File: config.mk
export PLATFORM = sky130hd
export DESIGN_NAME = mcjd_cond_jump
export DESIGN_NICKNAME = d
export VERILOG_FILES = /design/src/mcjd_rel_target.v /design/src/mcjd_cond_jump.v
export VERILOG_INCLUDE_DIRS = /design/src
export SDC_FILE = /design/constraint.sdc
export NUM_CORES = 1
export LEC_CHECK = 0
export ABC_CLOCK_PERIOD_IN_PS = 5200
export BUFFER_PORTS_ARGS = -buffer_cell sky130_fd_sc_hd__buf_2
export CORE_UTILIZATION = 30
export CTS_CLUSTER_DIAMETER = 100
export DETAILED_ROUTE_END_ITERATION = 8
export HOLD_SLACK_MARGIN = 0.03
export PLACE_DENSITY = 0.49
export SYNTH_ARGS = -nofsm -noshare
export SYNTH_HDL_FRONTEND = slang
export SYNTH_HIERARCHICAL = 1
export SYNTH_SLANG_ARGS = --single-unit
File: constraint.sdc
create_clock -name clk -period 5.2 [get_ports clk]
set_clock_uncertainty 0.15 [all_clocks]
set_input_delay 0.52 -clock clk [delete_from_list [all_inputs] [get_ports clk]]
set_output_delay 0.52 -clock clk [all_outputs]
set_load 0.01 [all_outputs]
File: src/mcjd_regs.vh
// Purpose: Constants for the conditional jump decoder
// Assumes: Register indices are word indices, byte address = 4 * index
// Notes: Opcode fields are for 16-bit instruction words
`ifndef MCJD_REGS_VH
`define MCJD_REGS_VH

// Register indices
`define MCJD_IDX_C0_STAT_A 10'h101
`define MCJD_IDX_C1_STAT_A 10'h102
`define MCJD_IDX_C0_STAT_B 10'h121
`define MCJD_IDX_C1_STAT_B 10'h122
`define MCJD_IDX_JUMP_REG0 10'h130
`define MCJD_IDX_JUMP_REG1 10'h131
`define MCJD_IDX_DEC_STAT 10'h140
`define MCJD_IDX_DEC_COUNT 10'h141

// Reset values
`define MCJD_RST_STAT 16'h0000
`define MCJD_RST_JUMP 16'h0000

// Start condition jump: prefix in bits 15:11
`define MCJD_START_PFX 5'h01
`define MCJD_START_PFX_HI 15
`define MCJD_START_PFX_LO 11
`define MCJD_START_SEL_HI 10
`define MCJD_START_SEL_LO 5

// Status bit jumps: prefix in bits 15:10
`define MCJD_FAR_PFX 6'h0f
`define MCJD_REL_PFX 6'h0c
`define MCJD_SR_PFX_HI 15
`define MCJD_SR_PFX_LO 10
`define MCJD_POL_BIT 9
`define MCJD_SR_IDX_HI 8
`define MCJD_SR_IDX_LO 5
`define MCJD_JREG_BIT 4
`define MCJD_FAR_TAIL 4'h5
`define MCJD_FAR_TAIL_HI 3
`define MCJD_FAR_TAIL_LO 0

// Signed offset field
`define MCJD_OFS_HI 4
`define MCJD_OFS_LO 0

// Decode status fields
`define MCJD_DS_TAKEN 0
`define MCJD_DS_START 1
`define MCJD_DS_FAR 2
`define MCJD_DS_REL 3

`endif

File: src/mcjd_rel_target.v
// Purpose: Relative jump target from instruction location and offset
// Assumes: Offset is a 5-bit two's complement value
// Notes: Result wraps modulo the code space
`timescale 1ns/1ps

module mcjd_rel_target #(
    parameter PC_W = 10
) (
    input wire [PC_W-1:0] base_addr,
    input wire [4:0] offset,
    output wire [PC_W-1:0] target
);
    wire [PC_W-1:0] offset_ext;

    // Sign bit spread over the upper bits gives -16 to 15
    assign offset_ext = {{(PC_W-5){offset[4]}}, offset};
    assign target = base_addr + offset_ext;
endmodule

File: src/mcjd_cond_jump.v
// Purpose: Decode and execute three conditional jump instructions
// Assumes: Instruction, its location and latched starts share clk
// Notes: APB slave holds status, jump and decode status registers
`timescale 1ns/1ps
`include "mcjd_regs.vh"

// Functional notes
// - Start pattern met: jump to relative target
// - Target is location plus signed 5-bit offset
// - Pattern bit k means start k+1 latched
// - Start jump: 00001, pattern, offset fields
// - Status match: far jump through jump register
// - Far target may be any code location
// - 4-bit index picks one of 16 status bits
// - Status word is this core's control register
// - Polarity 0 tests bit low, 1 high
// - Far jump: 001111, pol, index, reg, 0101
// - Status match: jump to relative target
// - Relative status jump: 001100, pol, index, offset
module mcjd_cond_jump #(
    parameter PC_W = 10
) (
    input wire clk,
    input wire rst_b,
    input wire psel,
    input wire penable,
    input wire pwrite,
    input wire [11:0] paddr,
    input wire [31:0] pwdata,
    output reg [31:0] prdata,
    output reg pready,
    output reg pslverr,
    input wire core_id,
    input wire instr_valid,
    input wire [15:0] instr_word,
    input wire [PC_W-1:0] instr_addr,
    input wire [5:0] start_latched,
    output reg pc_load,
    output reg [PC_W-1:0] program_counter,
    output reg jump_taken
);
    reg [15:0] core0_control_status_a;
    reg [15:0] core1_control_status_a;
    reg [15:0] core0_control_status_b;
    reg [15:0] core1_control_status_b;
    reg [PC_W-1:0] jump_register_set [0:1];
    reg [3:0] dec_status;
    reg [15:0] dec_count;

    // Reset word is wider than the code space; only low bits are kept
    localparam [15:0] JUMP_RST = `MCJD_RST_JUMP;

    reg [31:0] next_prdata;
    reg next_pslverr;
    reg next_pc_load;
    reg [PC_W-1:0] next_program_counter;
    reg next_jump_taken;
    reg [3:0] next_dec_status;

    wire [9:0] word_index;
    wire apb_write;
    wire apb_done;
    wire [15:0] status_word;
    wire [5:0] start_pattern_select;
    wire [3:0] status_bit_index;
    wire jump_register_operand;
    wire polarity;
    wire selected_bit;
    wire is_start_jump;
    wire is_far_jump;
    wire is_rel_jump;
    wire start_met;
    wire status_met;
    wire [PC_W-1:0] rel_target;
    wire [PC_W-1:0] seq_addr;
    wire [PC_W-1:0] far_target;

    // Low two address bits are the byte lane within a word
    assign word_index = paddr[11:2];
    assign apb_done = psel & penable & pready;
    assign apb_write = apb_done & pwrite;

    // Operand fields
    assign start_pattern_select =
        instr_word[`MCJD_START_SEL_HI:`MCJD_START_SEL_LO];
    assign status_bit_index =
        instr_word[`MCJD_SR_IDX_HI:`MCJD_SR_IDX_LO];
    assign polarity = instr_word[`MCJD_POL_BIT];
    assign jump_register_operand = instr_word[`MCJD_JREG_BIT];

    // Opcode match
    assign is_start_jump =
        instr_word[`MCJD_START_PFX_HI:`MCJD_START_PFX_LO]
        == `MCJD_START_PFX;
    assign is_far_jump =
        (instr_word[`MCJD_SR_PFX_HI:`MCJD_SR_PFX_LO] == `MCJD_FAR_PFX) &&
        (instr_word[`MCJD_FAR_TAIL_HI:`MCJD_FAR_TAIL_LO]
        == `MCJD_FAR_TAIL);
    assign is_rel_jump =
        instr_word[`MCJD_SR_PFX_HI:`MCJD_SR_PFX_LO]
        == `MCJD_REL_PFX;

    // Each core tests its own control register; the b copies are plain
    // storage that no jump reads
    assign status_word = core_id ? core1_control_status_a
                                 : core0_control_status_a;
    assign selected_bit = status_word[status_bit_index];
    assign status_met = (selected_bit == polarity);

    // Bit k of the pattern stands for start k+1; exact match needed
    assign start_met = (start_latched == start_pattern_select);

    // One adder serves both relative jumps
    mcjd_rel_target #(
        .PC_W(PC_W)
    ) u_rel_target (
        .base_addr(instr_addr),
        .offset(instr_word[`MCJD_OFS_HI:`MCJD_OFS_LO]),
        .target(rel_target)
    );

    assign seq_addr = instr_addr + {{(PC_W-1){1'b0}}, 1'b1};

    // Kept out of the always block so an array write wakes the mux
    // Absolute target, no range limit
    assign far_target = jump_register_set[jump_register_operand];

    // Jump decision
    always @*
    begin
        next_pc_load = 1'b0;
        next_program_counter = program_counter;
        next_jump_taken = 1'b0;
        next_dec_status = dec_status;
        // Prefixes are disjoint, so the order of tests sets no priority
        if (instr_valid)
        begin
            if (is_start_jump)
            begin
                next_pc_load = 1'b1;
                next_jump_taken = start_met;
                next_program_counter = start_met ? rel_target
                                                 : seq_addr;
                next_dec_status = 4'h0;
                next_dec_status[`MCJD_DS_START] = 1'b1;
                next_dec_status[`MCJD_DS_TAKEN] = start_met;
            end
            else if (is_far_jump)
            begin
                next_pc_load = 1'b1;
                next_jump_taken = status_met;
                next_program_counter = status_met ? far_target
                                                  : seq_addr;
                next_dec_status = 4'h0;
                next_dec_status[`MCJD_DS_FAR] = 1'b1;
                next_dec_status[`MCJD_DS_TAKEN] = status_met;
            end
            else if (is_rel_jump)
            begin
                next_pc_load = 1'b1;
                next_jump_taken = status_met;
                next_program_counter = status_met ? rel_target
                                                  : seq_addr;
                next_dec_status = 4'h0;
                next_dec_status[`MCJD_DS_REL] = 1'b1;
                next_dec_status[`MCJD_DS_TAKEN] = status_met;
            end
            else
            begin
                next_pc_load = 1'b0;
            end
        end
    end

    // Untaken jumps fall through to the next word
    always @(posedge clk or negedge rst_b)
    begin
        if (!rst_b)
        begin
            pc_load <= 1'b0;
            program_counter <= {PC_W{1'b0}};
            jump_taken <= 1'b0;
            dec_status <= 4'h0;
        end
        else
        begin
            pc_load <= next_pc_load;
            program_counter <= next_program_counter;
            jump_taken <= next_jump_taken;
            dec_status <= next_dec_status;
        end
    end

    // Counter of taken jumps; software write clears, a take in the
    // same cycle still counts so no event is lost
    always @(posedge clk or negedge rst_b)
    begin
        if (!rst_b)
        begin
            dec_count <= 16'h0000;
        end
        else if (apb_write && word_index == `MCJD_IDX_DEC_COUNT)
        begin
            dec_count <= {15'h0000, next_jump_taken & next_pc_load};
        end
        else if (next_jump_taken && next_pc_load)
        begin
            dec_count <= dec_count + 16'h0001;
        end
    end

    // Register writes take effect at the completing edge only
    always @(posedge clk or negedge rst_b)
    begin
        if (!rst_b)
        begin
            core0_control_status_a <= `MCJD_RST_STAT;
            core1_control_status_a <= `MCJD_RST_STAT;
            core0_control_status_b <= `MCJD_RST_STAT;
            core1_control_status_b <= `MCJD_RST_STAT;
        end
        else if (apb_write)
        begin
            case (word_index)
                `MCJD_IDX_C0_STAT_A: core0_control_status_a <= pwdata[15:0];
                `MCJD_IDX_C1_STAT_A: core1_control_status_a <= pwdata[15:0];
                `MCJD_IDX_C0_STAT_B: core0_control_status_b <= pwdata[15:0];
                `MCJD_IDX_C1_STAT_B: core1_control_status_b <= pwdata[15:0];
                default: core0_control_status_a <= core0_control_status_a;
            endcase
        end
    end

    // Jump registers keep only the code-space bits of a written word
    always @(posedge clk or negedge rst_b)
    begin
        if (!rst_b)
        begin
            jump_register_set[0] <= JUMP_RST[PC_W-1:0];
            jump_register_set[1] <= JUMP_RST[PC_W-1:0];
        end
        else if (apb_write)
        begin
            if (word_index == `MCJD_IDX_JUMP_REG0)
            begin
                jump_register_set[0] <= pwdata[PC_W-1:0];
            end
            if (word_index == `MCJD_IDX_JUMP_REG1)
            begin
                jump_register_set[1] <= pwdata[PC_W-1:0];
            end
        end
    end

    // Read mux and error for unmapped words
    always @*
    begin
        next_prdata = 32'h0000_0000;
        next_pslverr = 1'b0;
        case (word_index)
            `MCJD_IDX_C0_STAT_A: next_prdata[15:0] = core0_control_status_a;
            `MCJD_IDX_C1_STAT_A: next_prdata[15:0] = core1_control_status_a;
            `MCJD_IDX_C0_STAT_B: next_prdata[15:0] = core0_control_status_b;
            `MCJD_IDX_C1_STAT_B: next_prdata[15:0] = core1_control_status_b;
            `MCJD_IDX_JUMP_REG0: next_prdata[PC_W-1:0] = jump_register_set[0];
            `MCJD_IDX_JUMP_REG1: next_prdata[PC_W-1:0] = jump_register_set[1];
            `MCJD_IDX_DEC_STAT: next_prdata[3:0] = dec_status;
            `MCJD_IDX_DEC_COUNT: next_prdata[15:0] = dec_count;
            default: next_pslverr = 1'b1;
        endcase
        // Decode status is read-only
        if (pwrite && word_index == `MCJD_IDX_DEC_STAT)
        begin
            next_pslverr = 1'b1;
        end
    end

    // One wait state keeps every bus output on a flip-flop
    always @(posedge clk or negedge rst_b)
    begin
        if (!rst_b)
        begin
            pready <= 1'b0;
            pslverr <= 1'b0;
            prdata <= 32'h0000_0000;
        end
        else
        begin
            pready <= psel & penable & ~pready;
            if (psel && penable && !pready)
            begin
                pslverr <= next_pslverr;
                prdata <= pwrite ? 32'h0000_0000 : next_prdata;
            end
            else
            begin
                pslverr <= 1'b0;
                prdata <= 32'h0000_0000;
            end
        end
    end
endmodule

Word level (Yosys, flattened, before mapping)
Index checks and enable logic that the tools add are counted.
{"block": "classes", "addsub": 3, "magnitude_cmp": 2, "n_eq_ne": 14, "mux": 33, "bitwise": 7, "reduce_logical": 17}
{"op": "10-bit two-way mux", "n": 9}
{"op": "10-bit by 9-bit == test with 1-bit output (second input constant)", "n": 8}
{"op": "16-bit two-way mux", "n": 5}
{"op": "6-bit case mux with 7 select lines", "n": 1}
{"op": "4-bit case mux with 8 select lines", "n": 1}
{"op": "6-bit case mux with 5 select lines", "n": 1}
{"op": "16-bit by 1-bit adder with 16-bit output (second input constant)", "n": 1}
{"op": "2-bit AND reduction", "n": 7}
{"op": "6-bit by 4-bit == test with 1-bit output (second input constant)", "n": 2}
{"op": "1-bit two-way mux", "n": 12}
{"op": "4-bit two-way mux", "n": 3}
{"op": "10-bit by 1-bit adder with 10-bit output (second input constant)", "n": 1}
{"op": "10-bit adder", "n": 1}
{"op": "8-bit OR reduction", "n": 1}
{"op": "6-bit == test", "n": 1}
{"op": "1-bit logical AND", "n": 6}
{"op": "1-bit AND", "n": 5}
{"op": "5-bit by 1-bit == test with 1-bit output (second input constant)", "n": 1}
{"op": "4-bit by 5-bit < comparator with 1-bit output (second input constant)", "n": 1}
{"op": "1-bit binary-select mux with 4-bit select", "n": 1}
{"op": "4-bit by 3-bit == test with 1-bit output (second input constant)", "n": 1}
{"op": "3-bit nonzero test", "n": 1}
{"op": "2-bit greater-or-equal comparator (second input constant)", "n": 1}
{"op": "1-bit inverter with 2-bit output", "n": 1}
{"op": "other kinds (4)", "n": 4}
{"block": "word_totals", "ff_bits": 150, "in_bits": 83, "out_inout_bits": 46}

Longest topological paths before layout
{"block": "logic_depth", "word_depth": 11, "depth_mapped": 12, "ltp_nobuf": 12}

Cells and area by module
The synthesis kept the hierarchy.
{"module": "mcjd_cond_jump", "n_inst": 1, "cells_per_inst": 604, "area_per_inst_um2": 6966.7}
{"module": "mcjd_rel_target", "n_inst": 1, "cells_per_inst": 49, "area_per_inst_um2": 404.1}

Worst setup path after synthesis
OpenSTA, ideal clock, no wires.
{"block": "synth_timing", "path_type": "input to register", "start": "input port core_id", "end": "register program_counter[7]", "t_arrival_ps": 3219, "t_required_ps": 4962, "slack_ps": 1742, "path_stages": 9, "n_path_buf": 2, "path_cell_list": "buf_6 mux4_2 mux4_2 and2_4 or4_4 and2_1 clkbuf_2 or4_1 a41oi_1"}
{"block": "synth_via", "elab_chain_cells": 8, "elab_cells_between_ends": 9}
{"element": "start: declaration", "line_no": "mcjd_cond_jump.v:33", "rtl": "input wire core_id,"}
{"element": "16-bit two-way mux (*)", "line_no": "mcjd_cond_jump.v:105", "rtl": "assign status_word = core_id ? core1_control_status_a"}
{"element": "1-bit binary-select mux with 4-bit select (*)", "line_no": "mcjd_cond_jump.v:107", "rtl": "assign selected_bit = status_word[status_bit_index];"}
{"element": "1-bit two-way mux (implied by the code) (*)", "line_no": "mcjd_cond_jump.v:107"}
{"element": "1-bit == test (*)", "line_no": "mcjd_cond_jump.v:108", "rtl": "assign status_met = (selected_bit == polarity);"}
{"element": "10-bit two-way mux", "line_no": "mcjd_cond_jump.v:162", "rtl": "next_program_counter = status_met ? rel_target"}
{"element": "10-bit two-way mux", "line_no": "mcjd_cond_jump.v:158", "rtl": "else if (is_rel_jump)"}
{"element": "10-bit two-way mux (*)", "line_no": "mcjd_cond_jump.v:148", "rtl": "else if (is_far_jump)"}
{"element": "10-bit two-way mux (*)", "line_no": "mcjd_cond_jump.v:138", "rtl": "if (is_start_jump)"}
{"element": "end signal: assignment", "line_no": "mcjd_cond_jump.v:181", "rtl": "program_counter <= {PC_W{1'b0}};"}
{"element": "end signal: assignment", "line_no": "mcjd_cond_jump.v:188", "rtl": "program_counter <= next_program_counter;"}
{"element": "end: declaration", "line_no": "mcjd_cond_jump.v:39", "rtl": "output reg [PC_W-1:0] program_counter,"}
Every way passes the cells marked *; elsewhere a longest branch is shown, timed or not. The select of a mux whose other input is x is not followed.
A chain may end at the register's enable or synchronous reset.

Worst setup path after layout
Same ends and word-level chain as after synthesis.

==> impl_results.html <==
<table>
<tr><th>Metric</th><th>Value</th></tr>
<tr><th colspan="2">Finish</th></tr>
<tr><td>FF+latch area</td><td>3353 um^2</td></tr>
<tr><td>Share of final-layout standard cells stronger than drive strength 1</td><td>~34%</td></tr>
<tr><td>Area of the multi-input gates</td><td>between 3000 and 4000 um^2</td></tr>
<tr><td>Total number of nets in the final design</td><td>around 840</td></tr>
<tr><td>Synthesis-to-layout area growth</td><td>19.37%</td></tr>
<tr><td>Non-filler instance count after layout</td><td>~1100</td></tr>
<tr><td>Layout fillers</td><td>approximately 2400</td></tr>
<tr><td>Commonest cells after routing, fill and taps aside</td><td>dfrtp_1 (134), mux2_2 (101), buf_2 (93)</td></tr>
<tr><td>Most common library cell in the layout ignoring fill and taps</td><td>dfrtp_1</td></tr>
<tr><td>Antenna diode count</td><td>0</td></tr>
<tr><th colspan="2">Job</th></tr>
<tr><td>Max cap viols</td><td>0</td></tr>
<tr><th colspan="2">Global routing</th></tr>
<tr><td>Vias in the first global route</td><td>between 5000 and 6000</td></tr>
<tr><td>Maximum number of pins on one net before global-route repair</td><td>97</td></tr>
<tr><td>Number of antenna violations at the first check in global routing</td><td>2</td></tr>
<tr><td>Most heavily used metal layer in global routing</td><td>met2</td></tr>
<tr><td>Total congestion overflow</td><td>0</td></tr>
<tr><td>Global routing met2 resource utilization</td><td>around 28%</td></tr>
<tr><td>Met1 track demand over resource</td><td>between 20% and 30%</td></tr>
<tr><td>Met3 Usage GRT</td><td>under 10%</td></tr>
<tr><td>First-pass GRT wire length</td><td>32730 um</td></tr>
<tr><td>Overall global routing resource usage</td><td>between 15 and 20%</td></tr>
<tr><th colspan="2">Route</th></tr>
<tr><td>Drt drc</td><td>0</td></tr>
<tr><td>Total wirelength of the detailed-routed design</td><td>about 21000 um</td></tr>
<tr><td>Antenna violation net count after detailed routing</td><td>0</td></tr>
<tr><td>Initial DRT Pass Iterations</td><td>5</td></tr>
<tr><td>Vias/cell</td><td>5.139</td></tr>
<tr><td>Via count</td><td>around 5500</td></tr>
<tr><td>WL per Instance</td><td>a little under 20 um</td></tr>
<tr><td>Number of DRC violations after detailed-routing iteration 0</td><td>just under 400</td></tr>
<tr><th colspan="2">Clock tree</th></tr>
<tr><td>Clock tree root buffer cell</td><td>clkbuf_16</td></tr>
<tr><td>Total number of clock tree sinks</td><td>about 130</td></tr>
<tr><td>Number of gates resized after CTS</td><td>0</td></tr>
<tr><td>Depth of the CTS H-tree</td><td>4</td></tr>
<tr><td>Clock buffers created by TritonCTS</td><td>17</td></tr>
<tr><td>Buffer depth of the longest clock path</td><td>2</td></tr>
<tr><td>Clock Latency Late Sink</td><td>~0.42 ns</td></tr>
<tr><td>Post-CTS setup buffers</td><td>0</td></tr>
<tr><td>Clock transition time at the flip-flop clock pins of the worst setup and hold paths</td><td>about 0.06 ns</td></tr>
<tr><td>Clock tree from TritonCTS</td><td>done</td></tr>
<tr><td>Quantity of hold-fixing buffers added after cts</td><td>0</td></tr>
<tr><th colspan="2">Min path</th></tr>
<tr><td>Worst hold path type</td><td>in2async</td></tr>
<tr><th colspan="2">Status</th></tr>
<tr><td>Outcome</td><td>complete, no violations</td></tr>
<tr><th colspan="2">Floorplanning</th></tr>
<tr><td>Area of the core</td><td>about 24000 um^2</td></tr>
<tr><td>Initial Utilization</td><td>a little under a third</td></tr>
<tr><td>Total I/O pin count</td><td>129</td></tr>
<tr><td>Chip Width</td><td>between 150 and 200 um</td></tr>
<tr><td>Floorplan die area</td><td>between 20000 and 30000 um^2</td></tr>
<tr><td>Die Ht</td><td>between 150 and 200 um</td></tr>
<tr><td>Number of standard-cell rows in the floorplan</td><td>56</td></tr>
<tr><th colspan="2">Timing</th></tr>
<tr><td>Total negative slack</td><td>0 ns</td></tr>
<tr><td>Final Slew Violations</td><td>0</td></tr>
<tr><td>Post-route setup slack</td><td>between 1 and 1.5 ns</td></tr>
<tr><td>Number of hold-slack violations in the final timing report</td><td>0</td></tr>
<tr><td>Post-route minimum period</td><td>3.742 ns</td></tr>
<tr><td>Final setup fails</td><td>0</td></tr>
<tr><td>Setup repair after global routing missed its margin</td><td>no</td></tr>
<tr><td>Maximum operating frequency</td><td>about 270 MHz</td></tr>
<tr><td>Final worst-path cycle share</td><td>71.96%</td></tr>
<tr><td>Tightest slew margin relative to the limit</td><td>26.99%</td></tr>
<tr><td>Tightest Pin Transition</td><td>~1.1 ns</td></tr>
<tr><th colspan="2">Synth</th></tr>
<tr><td>Post-synthesis cell type count</td><td>63</td></tr>
<tr><td>Cell area after synthesis</td><td>around 7400 um^2</td></tr>
<tr><td>Total of flip-flops plus latches after synthesis</td><td>134</td></tr>
<tr><td>Number of flops mapped to enable cells by yosys</td><td>0</td></tr>
<tr><td>Yosys warning total</td><td>6</td></tr>
<tr><td>Mean Syn Cell Area</td><td>roughly 11 um^2</td></tr>
<tr><td>Sequential share of the synthesized area</td><td>a little under half</td></tr>
<tr><td>Dominant synthesized flop cell</td><td>dfrtp_1</td></tr>
<tr><td>Share of synthesized flip-flops with an asynchronous set or reset</td><td>100.0%</td></tr>
<tr><td>Post-synthesis cell count</td><td>between 600 and 700</td></tr>
<tr><th colspan="2">Critical path</th></tr>
<tr><td>Buf/Inv on CP</td><td>1</td></tr>
<tr><td>R2R setup slack</td><td>1.63 ns</td></tr>
<tr><td>Cells traversed along the worst timing path</td><td>buf_2, mux4_1, mux4_2, and2_4, or4_4, and2_1, or4_1, a41oi_1</td></tr>
<tr><td>Required time reported for the critical path endpoint</td><td>5.38 ns</td></tr>
<tr><td>Kind of critical path</td><td>in2reg</td></tr>
<tr><td>Kind of start point of the critical path</td><td>primary input</td></tr>
<tr><td>Worst Path Arrival</td><td>3.93 ns</td></tr>
<tr><td>Critical path fanouts, max</td><td>16</td></tr>
<tr><td>Slowest stage cell on the critical path</td><td>mux4_1</td></tr>
<tr><td>Critical Path Sink Type</td><td>flop</td></tr>
<tr><td>Cell class contributing the biggest share of worst-path delay</td><td>simple AND/OR/NAND/NOR gates</td></tr>
<tr><td>Largest stage delay, worst path</td><td>~0.65 ns</td></tr>
<tr><th colspan="2">Power</th></tr>
<tr><td>Ratio of total power to cell area</td><td>around 300 nW/um^2</td></tr>
<tr><td>VDD IR max</td><td>0.1643 mV</td></tr>
<tr><td>Static leakage</td><td>roughly 4.2 nW</td></tr>
<tr><th colspan="2">Placed design</th></tr>
<tr><td>Final estimated routing congestion in global placement</td><td>0.7492</td></tr>
<tr><td>Final HPWL DP</td><td>around 15000 um</td></tr>
<tr><td>Number of port buffers</td><td>94</td></tr>
<tr><td>Post-Place Setup Slack</td><td>around 0.99 ns</td></tr>
<tr><td>Number of placed instances, taps included</td><td>~1000</td></tr>
</table>
[cell families after synthesis]
logic type / after synthesis / synth area share [%]
AND/OR/NAND/NOR: 167 / 11.53
multiplexers: 140 / 22.20
flip-flops: 134 / 45.49
AO/OA/AOI/OAI: 120 / 11.98
buffers and inverters: 55 / 3.751
XOR/XNOR: 24 / 2.852
adder cells (fa/ha/maj): 12 / 2.139
other: 1 / 0.05088
[metal layers]
metal / vias to the layer above / wire [um]
li1: 2607 / -
met1: 2786 / 9904
met2: 128 / 10080
met3: 20 / 853
met4: 4 / 226
met5: - / 26
[per-stage QoR]
step	area, um^2	total power [mW]	hold WS, ns	utilization [%]
final	8798	2.666	0.04403	37.04
after global routing	8798	2.765	0.1139	37.04
after CTS	8798	2.687	0.08508	37.04
after detailed placement	8162	1.370	0.3180	34.36
after global placement	8162	1.370	0.3206	34.36
after floorplan	7427	1.257	0.07441	-
[path summary, 6_finish.rpt]
kind	startpoint	endpoint	cells after the start
max	core_id	program_counter[7]	8
min	rst_b	core0_control_status_b[14]	1
max reg2reg	core0_control_status_a[14]	program_counter[7]	7
min reg2reg	program_counter[2]	program_counter[2]	2
max in group asynchronous	rst_b	prdata[0]	2
min in group clk	instr_valid	dec_status[3]	2
[state kept, by name (all words and copies together) (netlist names), 4 cells and up]
signal	cells
core0_control_status_a	16
prdata	16
core0_control_status_b	16
dec_status	4
jump_register_set	20
core1_control_status_b	16
program_counter	10
core1_control_status_a	16
dec_count	16
[worst reg2reg max path, cell delays in order (launching register included)]
cell and delay (ns):
dfrtp_1 0.40, mux4_1 0.53, mux4_2 0.53, and2_4 0.19, or4_4 0.48, and2_1 0.39, or4_1 0.60, a41oi_1 0.21
[report_power, final]
part / total, mW / leakage [nW] / internal (mW) / switching, mW
Clock: 1.32 / 0.309 / 0.847 / 0.471
Combinational: 0.253 / 2.03 / 0.104 / 0.150
Sequential: 1.09 / 1.85 / 1.07 / 0.0206
Total: 2.67 / 4.19 / 2.02 / 0.642
[cell type report]
class | count | share of cell area (%)
Inverter | 9 | 0.3840
Multi-Input combinational cell | 479 | 43.29
Timing Repair Buffer | 106 | 6.442
Clock inverter | 14 | 2.361
Clock buffer | 18 | 4.878
Tap cell | 319 | 4.536
Sequential cell | 134 | 38.11
[synth_stat cells (2+ instances only)]
cell / count / area, um^2
a2111oi_0: 2 / 17.52
a211oi_1: 2 / 15.01
a21boi_0: 7 / 52.55
a21o_1: 5 / 37.54
a21oi_1: 22 / 110.1
a21oi_2: 2 / 17.52
a222oi_1: 22 / 220.2
a22oi_1: 8 / 60.06
a31oi_1: 10 / 62.56
a41o_1: 2 / 20.02
a41oi_1: 3 / 26.28
and2_1: 4 / 25.02
and3_1: 8 / 50.05
buf_1: 2 / 7.510
buf_4: 16 / 120.1
clkbuf_1: 25 / 93.84
dfrtp_1: 134 / 3353
ha_1: 11 / 137.6
inv_1: 8 / 30.03
mux2_2: 101 / 1137
mux2i_1: 30 / 300.3
mux4_1: 2 / 52.55
mux4_2: 6 / 135.1
nand2_1: 50 / 187.7
nand2b_1: 14 / 87.58
nand3_1: 20 / 100.1
nand3b_1: 3 / 22.52
nand4_1: 5 / 31.28
nor2_1: 31 / 116.4
nor2b_1: 6 / 37.54
nor3_1: 7 / 35.03
nor3b_1: 3 / 22.52
nor4_1: 2 / 12.51
o2111ai_1: 2 / 17.52
o211ai_1: 2 / 15.01
o21a_1: 2 / 15.01
o21ai_0: 19 / 95.09
o31ai_1: 3 / 22.52
or3_1: 4 / 25.02
or4_1: 3 / 22.52
xnor2_1: 14 / 122.6
xor2_1: 10 / 87.58
No activity file was read; power rests on OpenSTA's default activity.
